$ cat src/include/ebt_pkg.sv
// Package for the eight-bit period timer: register offsets, field layout, reset values.
// Assumes a simple strobe register port with 8-bit data in the low bits of a byte address.
package ebt_pkg;
   localparam int unsigned        EBT_ADDR_W       = 4;
   localparam logic [3:0]         EBT_OFS_COUNTER  = 4'h0;
   localparam logic [3:0]         EBT_OFS_LIMIT    = 4'h4;
   localparam logic [3:0]         EBT_OFS_CONTROL  = 4'h8;
   localparam logic [3:0]         EBT_OFS_FLAGS    = 4'hC;
   localparam int unsigned        EBT_RUN_BIT      = 2;
   localparam int unsigned        EBT_IDIV_LSB     = 0;
   localparam int unsigned        EBT_MDIV_LSB     = 3;
   localparam int unsigned        EBT_FLAG_BIT     = 1;
   localparam logic [7:0]         EBT_COUNTER_RST  = 8'h00;
   localparam logic [7:0]         EBT_LIMIT_RST    = 8'hFF;
   localparam logic [6:0]         EBT_CONTROL_RST  = 7'h00;
   localparam logic [1:0]         EBT_QUARTER      = 2'h3;
   localparam logic [3:0]         EBT_PRE_DIV4     = 4'h3;
   localparam logic [3:0]         EBT_PRE_DIV16    = 4'hF;
   typedef enum logic [1:0] {
      EBT_IDIV_1  = 2'b00,
      EBT_IDIV_4  = 2'b01,
      EBT_IDIV_16 = 2'b10
   } ebt_idiv_t;
endpackage : ebt_pkg

$ cat src/ebt_timer.sv
// Eight-bit period timer with prescaler, period match and postscaler flag.
// Assumes mclk_i is the oscillator clock; register strobes are synchronous one-cycle pulses.
//
// Function
// RL1: The count clock is the oscillator divided by four, fed through the prescaler.
// RL2: The counter and the period limit registers are each eight bits wide.
// RL3: The input divide select gives divide by 1 for 00, by 4 for 01 and by 16 for 1x.
// RL4: Each prescaler output pulse advances the period counter by one.
// RL5: The counter counts up from zero and is compared continuously with the period limit.
// RL6: On the increment event after a match the counter loads zero instead of incrementing.
// RL7: Every match pulse advances the postscaler by one.
// RL8: Control bits 6 to 3 set the postscaler ratio from 1:1 for 0000 up to 1:16 for 1111.
// RL9: Each postscaler output sets the period match flag in the peripheral flag register.
// RL10: Software can read and write the counter and period limit at any time.
// RL11: Reset loads the counter with zero and the period limit with all ones.
// RL12: Control bit 2 starts the timer when one and stops it when zero.
// RL13: Writes to the counter or control register and any reset clear prescaler and postscaler.
// RL14: A control register write leaves the counter value unchanged.
// RL15: While stopped, counter, prescaler and postscaler hold and no match or flag set occurs.
// RL16: The period match flag stays set until software writes it to zero.
//
// Design decisions made here: the plain strobed port and the register addresses.
`timescale 1ns/100ps
module ebt_timer (
   // Clock and reset
   input  wire logic                          mclk_i,
   input  wire logic                          resetn_i,
   // Register port
   input  wire logic [ebt_pkg::EBT_ADDR_W-1:0] addr_i,
   input  wire logic [7:0]                    wdata_i,
   input  wire logic                          wr_i,
   input  wire logic                          rd_i,
   output logic      [7:0]                    rdata_o,
   // Events
   output logic                               match_o,
   output logic                               period_match_flag_o
);
   import ebt_pkg::*;

   logic [7:0] period_counter, next_period_counter;
   logic [7:0] period_limit, next_period_limit;
   logic [6:0] counter_control, next_counter_control;
   logic [1:0] quarter, next_quarter;
   logic [3:0] pre_cnt, next_pre_cnt;
   logic [3:0] post_cnt, next_post_cnt;
   logic       flag, next_flag;
   logic [7:0] next_rdata;
   logic       counter_run;
   logic [1:0] input_divide_select;
   logic [3:0] match_divide_select;
   logic       inst_tick, pre_tick, at_limit, match, post_tick;
   logic       wr_counter, wr_limit, wr_control, wr_flags;

   function automatic logic [3:0] pre_last(input logic [1:0] sel);
      if (sel[1])
         pre_last = EBT_PRE_DIV16; // [RL3]
      else if (sel == EBT_IDIV_4)
         pre_last = EBT_PRE_DIV4;
      else
         pre_last = 4'h0;
   endfunction

   assign counter_run         = counter_control[EBT_RUN_BIT];
   assign input_divide_select = counter_control[EBT_IDIV_LSB +: 2];
   assign match_divide_select = counter_control[EBT_MDIV_LSB +: 4];
   assign wr_counter          = wr_i && (addr_i == EBT_OFS_COUNTER);
   assign wr_limit            = wr_i && (addr_i == EBT_OFS_LIMIT);
   assign wr_control          = wr_i && (addr_i == EBT_OFS_CONTROL);
   assign wr_flags            = wr_i && (addr_i == EBT_OFS_FLAGS);
   // The quarter divider runs free so the instruction clock phase is not disturbed by writes.
   assign inst_tick           = (quarter == EBT_QUARTER); // [RL1]
   assign pre_tick            = counter_run && inst_tick && (pre_cnt == pre_last(input_divide_select)); // [RL4] [RL15]
   assign at_limit            = (period_counter == period_limit); // [RL5]
   assign match               = pre_tick && at_limit && !wr_counter;
   assign post_tick           = match && (post_cnt == match_divide_select) && !wr_control; // [RL8]
   assign match_o             = match;
   assign period_match_flag_o = flag;

   always_comb begin
      next_quarter         = quarter + 2'h1;
      next_period_counter  = period_counter;
      next_period_limit    = period_limit;
      next_counter_control = counter_control;
      next_pre_cnt         = pre_cnt;
      next_post_cnt        = post_cnt;
      next_flag            = flag;
      if (counter_run && inst_tick) begin
         next_pre_cnt = pre_tick ? 4'h0 : pre_cnt + 4'h1; // [RL15]
      end
      if (pre_tick) begin
         next_period_counter = at_limit ? EBT_COUNTER_RST : period_counter + 8'h01; // [RL4] [RL6]
      end
      if (match) begin
         next_post_cnt = (post_cnt == match_divide_select) ? 4'h0 : post_cnt + 4'h1; // [RL7]
      end
      if (wr_counter) begin
         next_period_counter = wdata_i; // [RL10]
      end
      if (wr_limit) begin
         next_period_limit = wdata_i; // [RL10]
      end
      if (wr_control) begin
         next_counter_control = wdata_i[6:0]; // [RL12] [RL14]
      end
      if (wr_counter || wr_control) begin
         next_pre_cnt  = 4'h0; // [RL13]
         next_post_cnt = 4'h0;
      end
      if (wr_flags) begin
         next_flag = wdata_i[EBT_FLAG_BIT];
      end
      if (post_tick) begin
         next_flag = 1'b1; // [RL9] [RL16]
      end
      case (addr_i)
         EBT_OFS_COUNTER: next_rdata = period_counter;
         EBT_OFS_LIMIT:   next_rdata = period_limit;
         EBT_OFS_CONTROL: next_rdata = {1'b0, counter_control};
         EBT_OFS_FLAGS:   next_rdata = {6'h00, flag, 1'b0};
         default:         next_rdata = 8'h00;
      endcase
      if (!rd_i) begin
         next_rdata = 8'h00;
      end
   end

   always_ff @(posedge mclk_i or negedge resetn_i) begin
      if (!resetn_i) begin
         quarter         <= 2'h0;
         period_counter  <= EBT_COUNTER_RST; // [RL11] [RL2]
         period_limit    <= EBT_LIMIT_RST;
         counter_control <= EBT_CONTROL_RST;
         pre_cnt         <= 4'h0; // [RL13]
         post_cnt        <= 4'h0;
         flag            <= 1'b0;
         rdata_o         <= 8'h00;
      end else begin
         quarter         <= next_quarter;
         period_counter  <= next_period_counter;
         period_limit    <= next_period_limit;
         counter_control <= next_counter_control;
         pre_cnt         <= next_pre_cnt;
         post_cnt        <= next_post_cnt;
         flag            <= next_flag;
         rdata_o         <= next_rdata;
      end
   end

   logic [6:0] idle_cycles;
   always_ff @(posedge mclk_i or negedge resetn_i) begin
      if (!resetn_i)
         idle_cycles <= 7'h00;
      else if (pre_tick || wr_counter || wr_control || !counter_run)
         idle_cycles <= 7'h00;
      else
         idle_cycles <= idle_cycles + 7'h01;
   end

   // Cycles since the last prescaler tick, and whether that gap ran undisturbed.
   // A counter or control write or a stop breaks the gap, so the rate checks only judge clean intervals.
   logic [6:0] since_tick;
   logic       clean_gap;
   always_ff @(posedge mclk_i or negedge resetn_i) begin
      if (!resetn_i) begin
         since_tick <= 7'h00;
         clean_gap  <= 1'b0;
      end else if (pre_tick) begin
         since_tick <= 7'h00;
         clean_gap  <= !wr_counter && !wr_control;
      end else begin
         since_tick <= since_tick + 7'h01;
         clean_gap  <= clean_gap && counter_run && !wr_counter && !wr_control;
      end
   end
endmodule // ebt_timer

$ cat config.mk
export PLATFORM = sky130hd
export DESIGN_NAME = ebt_timer
export DESIGN_NICKNAME = d
export VERILOG_FILES = /design/src/include/ebt_pkg.sv /design/src/ebt_timer.sv
export SDC_FILE = /design/constraint.sdc
export NUM_CORES = 1
export LEC_CHECK = 0
export ABC_AREA = 1
export BUFFER_PORTS_ARGS = -buffer_cell sky130_fd_sc_hd__buf_2
export CORE_UTILIZATION = 59
export CTS_CLUSTER_SIZE = 8
export DETAILED_ROUTE_END_ITERATION = 16
export PLACE_DENSITY = 0.87
export SYNTH_ARGS = -nofsm -noshare
export SYNTH_HDL_FRONTEND = slang
export SYNTH_SLANG_ARGS = --single-unit
$ cat constraint.sdc
create_clock -name mclk_i -period 1.7 [get_ports mclk_i]
set_clock_uncertainty 0.05 [all_clocks]
set_input_delay 0.17 -clock mclk_i [delete_from_list [all_inputs] [get_ports mclk_i]]
set_output_delay 0.17 -clock mclk_i [all_outputs]
set_load 0.1 [all_outputs]
==> results of run 1 <==
==> per-layer routing <==
| layer | up-vias | wire length (um) |
|---|---|---|
| met5 | - | 0 |
| met2 | 97 | 2910 |
| met1 | 1047 | 2480 |
| met3 | 18 | 370 |
| met4 | 0 | 185 |
| li1 | 1083 | - |
==> stage by stage <==
step | utilization [%] | setup TNS, ps | total power [W] | hold slack [ps] | worst slack (ps)
2_1_floorplan | - | -83.3 | 0.00259 | -176 | -83.3
3_3_place_gp | 68.1 | 0 | 0.00288 | 115 | 165
3_5_place_dp | 68.1 | 0 | 0.00295 | 115 | 105
4_1_cts | 71.1 | -242 | 0.00361 | 68.7 | -155
5_1_grt | 72.1 | -1300 | 0.00394 | 74.2 | -213
6_report | 72.1 | -404 | 0.00368 | 76.7 | -143
==> final cells by class <==
type	instances	area, um2
multi-input cells	216	1240
fillers	300	1120
flip-flops and latches	42	1060
repair buffers	41	275
inverters	49	189
clock buffers	8	80.1
well taps	50	62.6
==> critical path, cell delays in order (launching register included) <==
cell	delay (ps)
dfstp_2	560
xnor2_2	120
nand2_1	80
nor2_2	170
nand3_4	110
nor2_4	110
buf_12	180
==> placed cells by master (no fill, tap or decap), drive strengths merged, types with 10 or more instances in the layout <==
master,count
nand4,14
inv,49
nand3,28
nor2,27
xor2,10
nand2,90
buf,40
o21ai,19
dfrtp,34
==> state kept, by name, summed over array words and instances (netlist names) <==
signal               cells
period_counter           8
period_limit             8
rdata_o                  8
counter_control          7
post_cnt                 4
pre_cnt                  4
quarter                  2
period_match_flag_o      1
==> cell families after synthesis <==
| logic type | count (synthesis) | synth area share (%) |
|---|---|---|
| AO/OA/AOI/OAI | 34 | 7.83 |
| buffers and inverters | 55 | 9.14 |
| multiplexers | 4 | 1.76 |
| AND/OR/NAND/NOR | 159 | 31.4 |
| flip-flops | 42 | 42.6 |
| adder cells (fa/ha/maj) | 4 | 2.01 |
| XOR/XNOR | 15 | 5.27 |
==> what timing repair did <==
action                     4_1_cts  5_1_grt
hold buffers                     1        0
setup endpoints to repair        1       11
resized for setup                1        4
setup buffers                    3        4
pin swaps                        6        5
hold endpoints to repair        17        0
==> power groups by stage <==
stage | clock network (W) | logic, W | registers, W
floorplan | 0 | 0.000963 | 0.00163
global placement | 0 | 0.00129 | 0.00159
detailed placement | 0 | 0.00135 | 0.00160
CTS | 0.000626 | 0.00139 | 0.00159
global route | 0.000675 | 0.00163 | 0.00164
finish | 0.000611 | 0.00146 | 0.00161
==> worst paths after layout <==
path | start | end | slack (ps) | depth (start not counted)
max | period_limit[2] | match_o | -140 | 6
min in group asynchronous | resetn_i | quarter[0] | 330 | 2
max in group asynchronous | resetn_i | period_limit[7] | 700 | 3
min reg2reg | quarter[1] | quarter[1] | 430 | 1
min | wdata_i[7] | period_limit[7] | 80 | 2
max reg2reg | quarter[0] | period_counter[2] | -50 | 9
==> results_dict.tcl, run 1 <==
set metrics [dict create \
    status "finished with violations" \
    violations "setup timing" \
    synthFlopType "dfrtp_1" \
    cts.sinks 42 \
    insertedDiodeCount 0 \
    clock.fmax_mhz 543 \
    worstSetupPathType "flop to output port" \
    routedWlPerCell_um 14.7 \
    gp_congestion 0.870 \
    drive_above_1_share_pct 23.9 \
    fin_area_um2 2910 \
    track_usage_pct 29.8 \
    hold_viol_final 0 \
    dieHeight_um 67.0 \
    synth_area_um2 2490 \
    synth_area_leader_cell "dfrtp_1" \
    p_switching_w 0.00151 \
    cp.arrival_ps 1620 \
    grt_first_pass_wirelength_um 9870 \
    cp-end-kind "output port" \
    die-area_um2 4490 \
    critPathLaunchType "flop" \
    design.portCount 26 \
    place_area_um2 2740 \
    initial_utilization_pct 61.9 \
    synth_area_leaders "dfrtp_1 (34%), nand2_1 (13%), dfstp_2 (8.4%)" \
    numPortBuffers 25 \
    cts.clk_slew.worst_paths_ps 70 \
    insertion_delay_ps 290 \
    routed-via-count 2245 \
    yosysWarnings 0 \
    seqPwrFrac_pct 43.8 \
    rsz0062_at_grt "true" \
    wirelength_um 5950 \
    maxSlewHeadroom_pct 65.3 \
    grt_util_met3_pct 5.14 \
    final_max_slew_viol_count 0 \
    syn-mean-instance-area_um2 7.96 \
    post-place-cells 390 \
    instances_no_fill 406 \
    post-synth-top-area-fraction_pct 34.1 \
    synthArstFlopShare_pct 100 \
    crit_required_ps 1480 \
    synth-edff-count 0 \
    post-dp-hpwl_um 4310 \
    syn_inst 313 \
    cts_buffer_depth 2 \
    p_int_w 0.00216 \
    worstMarginPinSlew_ps 521 \
    drv_cap 0 \
    ys_seq_area_share_pct 42.6 \
    setup_viol_count_final 9 \
    grt_max_degree 23 \
    core_um2 4030 \
    viasPerCell 5.53 \
    grtUsageMet1_pct 37.6 \
    cts_tree "done" \
    syn_nets 333 \
    power_switching_share_pct 41.1 \
    cp_max_fo 2 \
    use_met2_pct 47.9 \
    yosysMostFrequentCell "nand2_1" \
    firstDrtPassIters 5 \
    std_cell_rows 23 \
    htree_num_levels 2 \
    areaGrowthSynthToFinish_pct 16.6 \
    die_x_um 67.0 \
    worst_ir_drop_vdd_mv 0.652 \
    power_density_nw_per_um2 1260 \
    ys_types 31 \
    ant_nets 0 \
    hold_class "primary input to flop" \
    ys_seq_elements 42 \
    period_needed_ps 1840 \
    root_buffer "clkbuf_8" \
    grt_busiest_layer "met2" \
    min_period_over_period_pct 108 \
    grt_pass1_vias 2182 \
    yosys-top-cells-count "nand2_1 (84), inv_1 (43), dfrtp_1 (34), nand3_1 (24), nor2_1 (21)" \
    p_leak_nw 1.59 \
    drt-initial-drc-count 235 \
    numCtsBuffers 5 \
    drc 0 \
    grt_remaining_overflow 0 \
    setup_ws_ps -143 \
    antenna_found_initial 0 \
    fin_nets 375 \
    combinationalPowerShare_pct 39.6 \
    power_frac_clock_pct 16.6 \
]
Power figures use the tool's default switching activity.
==> run 2: changes to the inputs <==
--- a/config.mk
+++ b/config.mk
@@ -11,6 +11,7 @@
 export CTS_CLUSTER_SIZE = 8
 export DETAILED_ROUTE_END_ITERATION = 16
 export PLACE_DENSITY = 0.87
+export SETUP_SLACK_MARGIN = 0.4
 export SYNTH_ARGS = -nofsm -noshare
 export SYNTH_HDL_FRONTEND = slang
 export SYNTH_SLANG_ARGS = --single-unit
==> results_dict.tcl, run 2 (synthesis gave the netlist of run 1 again) <==
set metrics [dict create \
    root_buffer "clkbuf_8" \
    cp_max_fo 4 \
    numPortBuffers 25 \
    setup_ws_ps -164 \
    routed-via-count 2482 \
    cp.arrival_ps 1640 \
    p_leak_nw 1.63 \
    critPathBufInv 1 \
    grt_first_pass_wirelength_um 10700 \
    core_um2 4030 \
    cp_top_family "flip-flops" \
    grt_pass1_vias 2326 \
    worstSetupPathType "flop to output port" \
    reg_top3 "period_counter x8, period_limit x8, rdata_o x8" \
    htree_num_levels 2 \
    track_usage_pct 32.7 \
    hold_viol_final 0 \
    post-place-cells 391 \
    hold_slack_ps 75.2 \
    period_needed_ps 1860 \
    fin_area_um2 3020 \
    design.portCount 26 \
    drv_cap 0 \
    cts.sinks 42 \
    dieHeight_um 67.0 \
    routedWlPerCell_um 16.4 \
    final_cell_mix "nand2_1 (83), inv_1 (40), dfrtp_1 (32)" \
    cts_buffer_depth 2 \
    setup_viol_count_final 11 \
    maxSlewHeadroom_pct 67.8 \
    drive_above_1_share_pct 27.2 \
    power_density_nw_per_um2 1280 \
    multi_input_area_um2 1270 \
    worstMarginPinSlew_ps 486 \
    ff_latch_area_um2 1060 \
    rsz0062_at_grt "true" \
    crit_slowest_cell "dfrtp_1" \
    wirelength_um 6780 \
    final_common_cell "nand2_1" \
    min_period_over_period_pct 110 \
    fillers 283 \
    areaGrowthSynthToFinish_pct 21.0 \
    place_ws_ps 134 \
    numCtsBuffers 5 \
    place_area_um2 2740 \
    violations "setup timing" \
    grt_remaining_overflow 0 \
    insertedDiodeCount 0 \
    fin_nets 383 \
    hold_class "primary input to flop" \
    crit_top_cell "nand3_4" \
    initial_utilization_pct 61.9 \
    cp-end-kind "output port" \
    critPathLaunchType "flop" \
    gp_congestion 0.884 \
    instances_no_fill 414 \
    firstDrtPassIters 5 \
    cts.clk_slew.worst_paths_ps 80 \
    die-area_um2 4490 \
    drt-initial-drc-count 387 \
    crit_required_ps 1480 \
    crit_path_max_incr_delay_ps 470 \
    std_cell_rows 23 \
    clock.fmax_mhz 537 \
    ant_nets 0 \
    path_cells "o21ai_2 -> nand3_4 -> nor2_8 -> nand3_4 -> nor2_4 -> buf_12" \
    worst_ir_drop_vdd_mv 0.648 \
    cts_tree "done" \
    status "finished with violations" \
    final_max_slew_viol_count 0 \
    insertion_delay_ps 300 \
    antenna_found_initial 0 \
    post-dp-hpwl_um 4390 \
    viasPerCell 6.00 \
    drc 0 \
    die_x_um 67.0 \
    grt_max_degree 18 \
]
## run 2: cell count changes in the layout (fill, tap and decap cells not counted), sizes merged
cell,change
buf,+5
clkbuf,+3
## run 2: repair_timing
item	in CTS	in global routing
endpoints found under the hold margin	9	0
endpoints found under the setup margin	17	20
hold buffers	1	0
pin swaps	11	3
buffers inserted	12	2
resized for setup	13	9
## run 2: where the power goes
part / leakage [nW] / internal [W] / switching (W)
registers: 0.516 / 0.00129 / 0.000338
logic: 1.07 / 0.000628 / 0.000965
clock network: 0.0395 / 0.000292 / 0.000332
total: 1.63 / 0.00221 / 0.00164
## run 2: worst paths after layout
check,startpoint,to,slack (ps),depth (start not counted)
hold / removal,wdata_i[3],counter_control[3],80,3
hold reg to reg,quarter[1],quarter[1],430,1
setup reg to reg,pre_cnt[3],post_cnt[3],-110,11
setup / recovery,pre_cnt[3],match_o,-160,6
min in group asynchronous,resetn_i,counter_control[2],280,2
max in group asynchronous,resetn_i,period_limit[0],730,3
## run 2: worst min-delay path: cells and delay by family
family / cells / cell delay, ps
buf+inv: 1 / 100
compound gates: 1 / 60
simple gates: 1 / 50
## run 2: cell type report
class / count / share of cell area (%)
multi-input cells: 216 / 42.1
flip-flops and latches: 42 / 35.3
repair buffers: 49 / 11.7
inverters: 49 / 6.26
clock buffers: 8 / 2.65
well taps: 50 / 2.07
## run 2: metrics by stage
step / power, W / TNS, ps / util, %
detailed placement: 0.00296 / 0 / 68.0
global route: 0.00410 / -2060 / 74.9
global placement: 0.00288 / 0 / 68.0
floorplan: 0.00259 / -83.3 / -
finish: 0.00385 / -735 / 74.9
CTS: 0.00370 / -440 / 73.7
## run 2: routing by layer
layer	GRT usage [%]	vias up	part of all wire (%)
li1	-	1099	-
met1	39.4	1169	38
met2	55.1	176	49
met3	7.02	38	8.5
met4	14.9	0	4.2
met5	0	-	0
==> run 3: changes to the inputs <==
==> constraint.sdc (replaced) <==
create_clock -name mclk_i -period 1.7 [get_ports mclk_i]
set_clock_uncertainty 0.05 [all_clocks]
set_input_delay 0.17 -clock mclk_i [delete_from_list [all_inputs] [get_ports mclk_i]]
set_output_delay 0.17 -clock mclk_i [all_outputs]
set_load 0.02 [all_outputs]
==> results_dict.tcl, run 3 (synthesis gave the netlist of run 1 again) <==
set metrics [dict create \
    status "finished with violations" \
    violations "setup timing" \
    insertion_delay_ps 290 \
    grt_pass1_vias 1984 \
    grt_remaining_overflow 0 \
    worstMarginPinSlew_ps 449 \
    fin_nets 377 \
    std_cell_rows 23 \
    worst_ir_drop_vdd_mv 0.588 \
    setup_viol_count_final 2 \
    cts_tree "done" \
    worstSetupPathType "flop to output port" \
    track_usage_pct 28.0 \
    reg_top3 "period_counter x8, period_limit x8, rdata_o x8" \
    drv_cap 0 \
    insertedDiodeCount 0 \
    cp_max_fo 3 \
    ant_nets 0 \
    rr_worst_depth 10 \
    final_max_slew_viol_count 0 \
    numPortBuffers 25 \
    setup_ws_ps -73.6 \
    cts_buffer_depth 2 \
    grt_first_pass_wirelength_um 9350 \
    routed-via-count 2303 \
    drc 0 \
    die-area_um2 4490 \
    numCtsBuffers 5 \
    cp.arrival_ps 1550 \
    final_common_cell "nand2_1" \
    initial_utilization_pct 61.9 \
    drive_above_1_share_pct 30.4 \
    wirelength_um 6200 \
    firstDrtPassIters 4 \
    cp-end-kind "output port" \
    final_cell_mix "nand2_1 (78), inv_1 (40), dfrtp_1 (29)" \
    areaGrowthSynthToFinish_pct 22.0 \
    cts.clk_slew.worst_paths_ps 80 \
    post-dp-hpwl_um 4110 \
    gp_congestion 0.884 \
    routedWlPerCell_um 15.2 \
    fillers 267 \
    p_leak_nw 1.62 \
    ff_latch_area_um2 1070 \
    hold_path_depth 2 \
    design.portCount 26 \
    hold_slack_ps 65.7 \
    total_power_w 0.00374 \
    min_period_over_period_pct 104 \
    root_buffer "clkbuf_8" \
    viasPerCell 5.64 \
    hold_class "primary input to flop" \
    rsz0062_at_grt "true" \
    cts.sinks 42 \
    grt_max_degree 26 \
    clock.fmax_mhz 564 \
    antenna_found_initial 0 \
    crit_required_ps 1480 \
    dieHeight_um 67.0 \
    period_needed_ps 1770 \
    drt-initial-drc-count 259 \
    power_density_nw_per_um2 1230 \
    core_um2 4030 \
    critPathLaunchType "flop" \
    multi_input_area_um2 1350 \
    maxSlewHeadroom_pct 70.1 \
    die_x_um 67.0 \
    hold_viol_final 0 \
    htree_num_levels 2 \
]
==> run 3: critical path: stages (launching register included) <==
cell,delay [ps]
dfrtp_1,450
o21ai_4,240
nand2_4,90
nor2_8,140
nand3_4,100
nor2_4,120
buf_6,120
==> run 3: repair_timing <==
action	in CTS	in global routing
endpoints found under the hold margin	14	0
gates resized for setup	12	27
hold buffers	1	0
gates cloned	0	0
pin swaps	13	9
buffers inserted	7	4
endpoints found under the setup margin	16	16
==> run 3: area by class of cell <==
type	instances	share of cell area (%)
Inverter	49	6.21
Multi-Input combinational cell	216	44.4
Tap cell	50	2.06
Clock buffer	8	2.63
Timing Repair Buffer	43	9.63
Sequential cell	42	35.1
==> run 3: report_power, final <==
group | total [W] | internal (W) | switching, W
registers | 0.00167 | 0.00130 | 0.000369
logic | 0.00146 | 0.000633 | 0.000829
clock network | 0.000612 | 0.000292 | 0.000320
==> run 3: metal layers <==
metal	part of all wire, %	vias up	GRT usage (%)
met3	5.8	12	6.16
met2	51	89	47.9
met4	1.2	0	4.79
li1	-	1092	-
met1	42	1110	36.4
met5	0	-	0
==> run 3: per-stage QoR <==
stage                     worst slack [ps]  setup TNS (ps)  instance area [um2]  utilization [%]  instances
after CTS                            -51.2           -51.2                 2900             72.0        404
after global routing                  -142            -405                 3040             75.5        408
final                                -73.6           -74.2                 3040             75.5        408
after detailed placement               166               0                 2710             67.4        388
after floorplan                        251               0                 2510                -        313
after global placement                 207               0                 2710             67.4        388
==> run 3: worst paths after layout <==
kind | endpoint | slack (ps) | startpoint
setup / recovery | match_o | -70 | counter_control[0]
hold reg to reg | quarter[0] | 390 | quarter[0]
min in group asynchronous | quarter[1] | 300 | resetn_i
setup reg to reg | post_cnt[0] | 0 | counter_control[0]
max in group asynchronous | period_limit[2] | 730 | resetn_i
hold / removal | period_limit[7] | 70 | wdata_i[7]
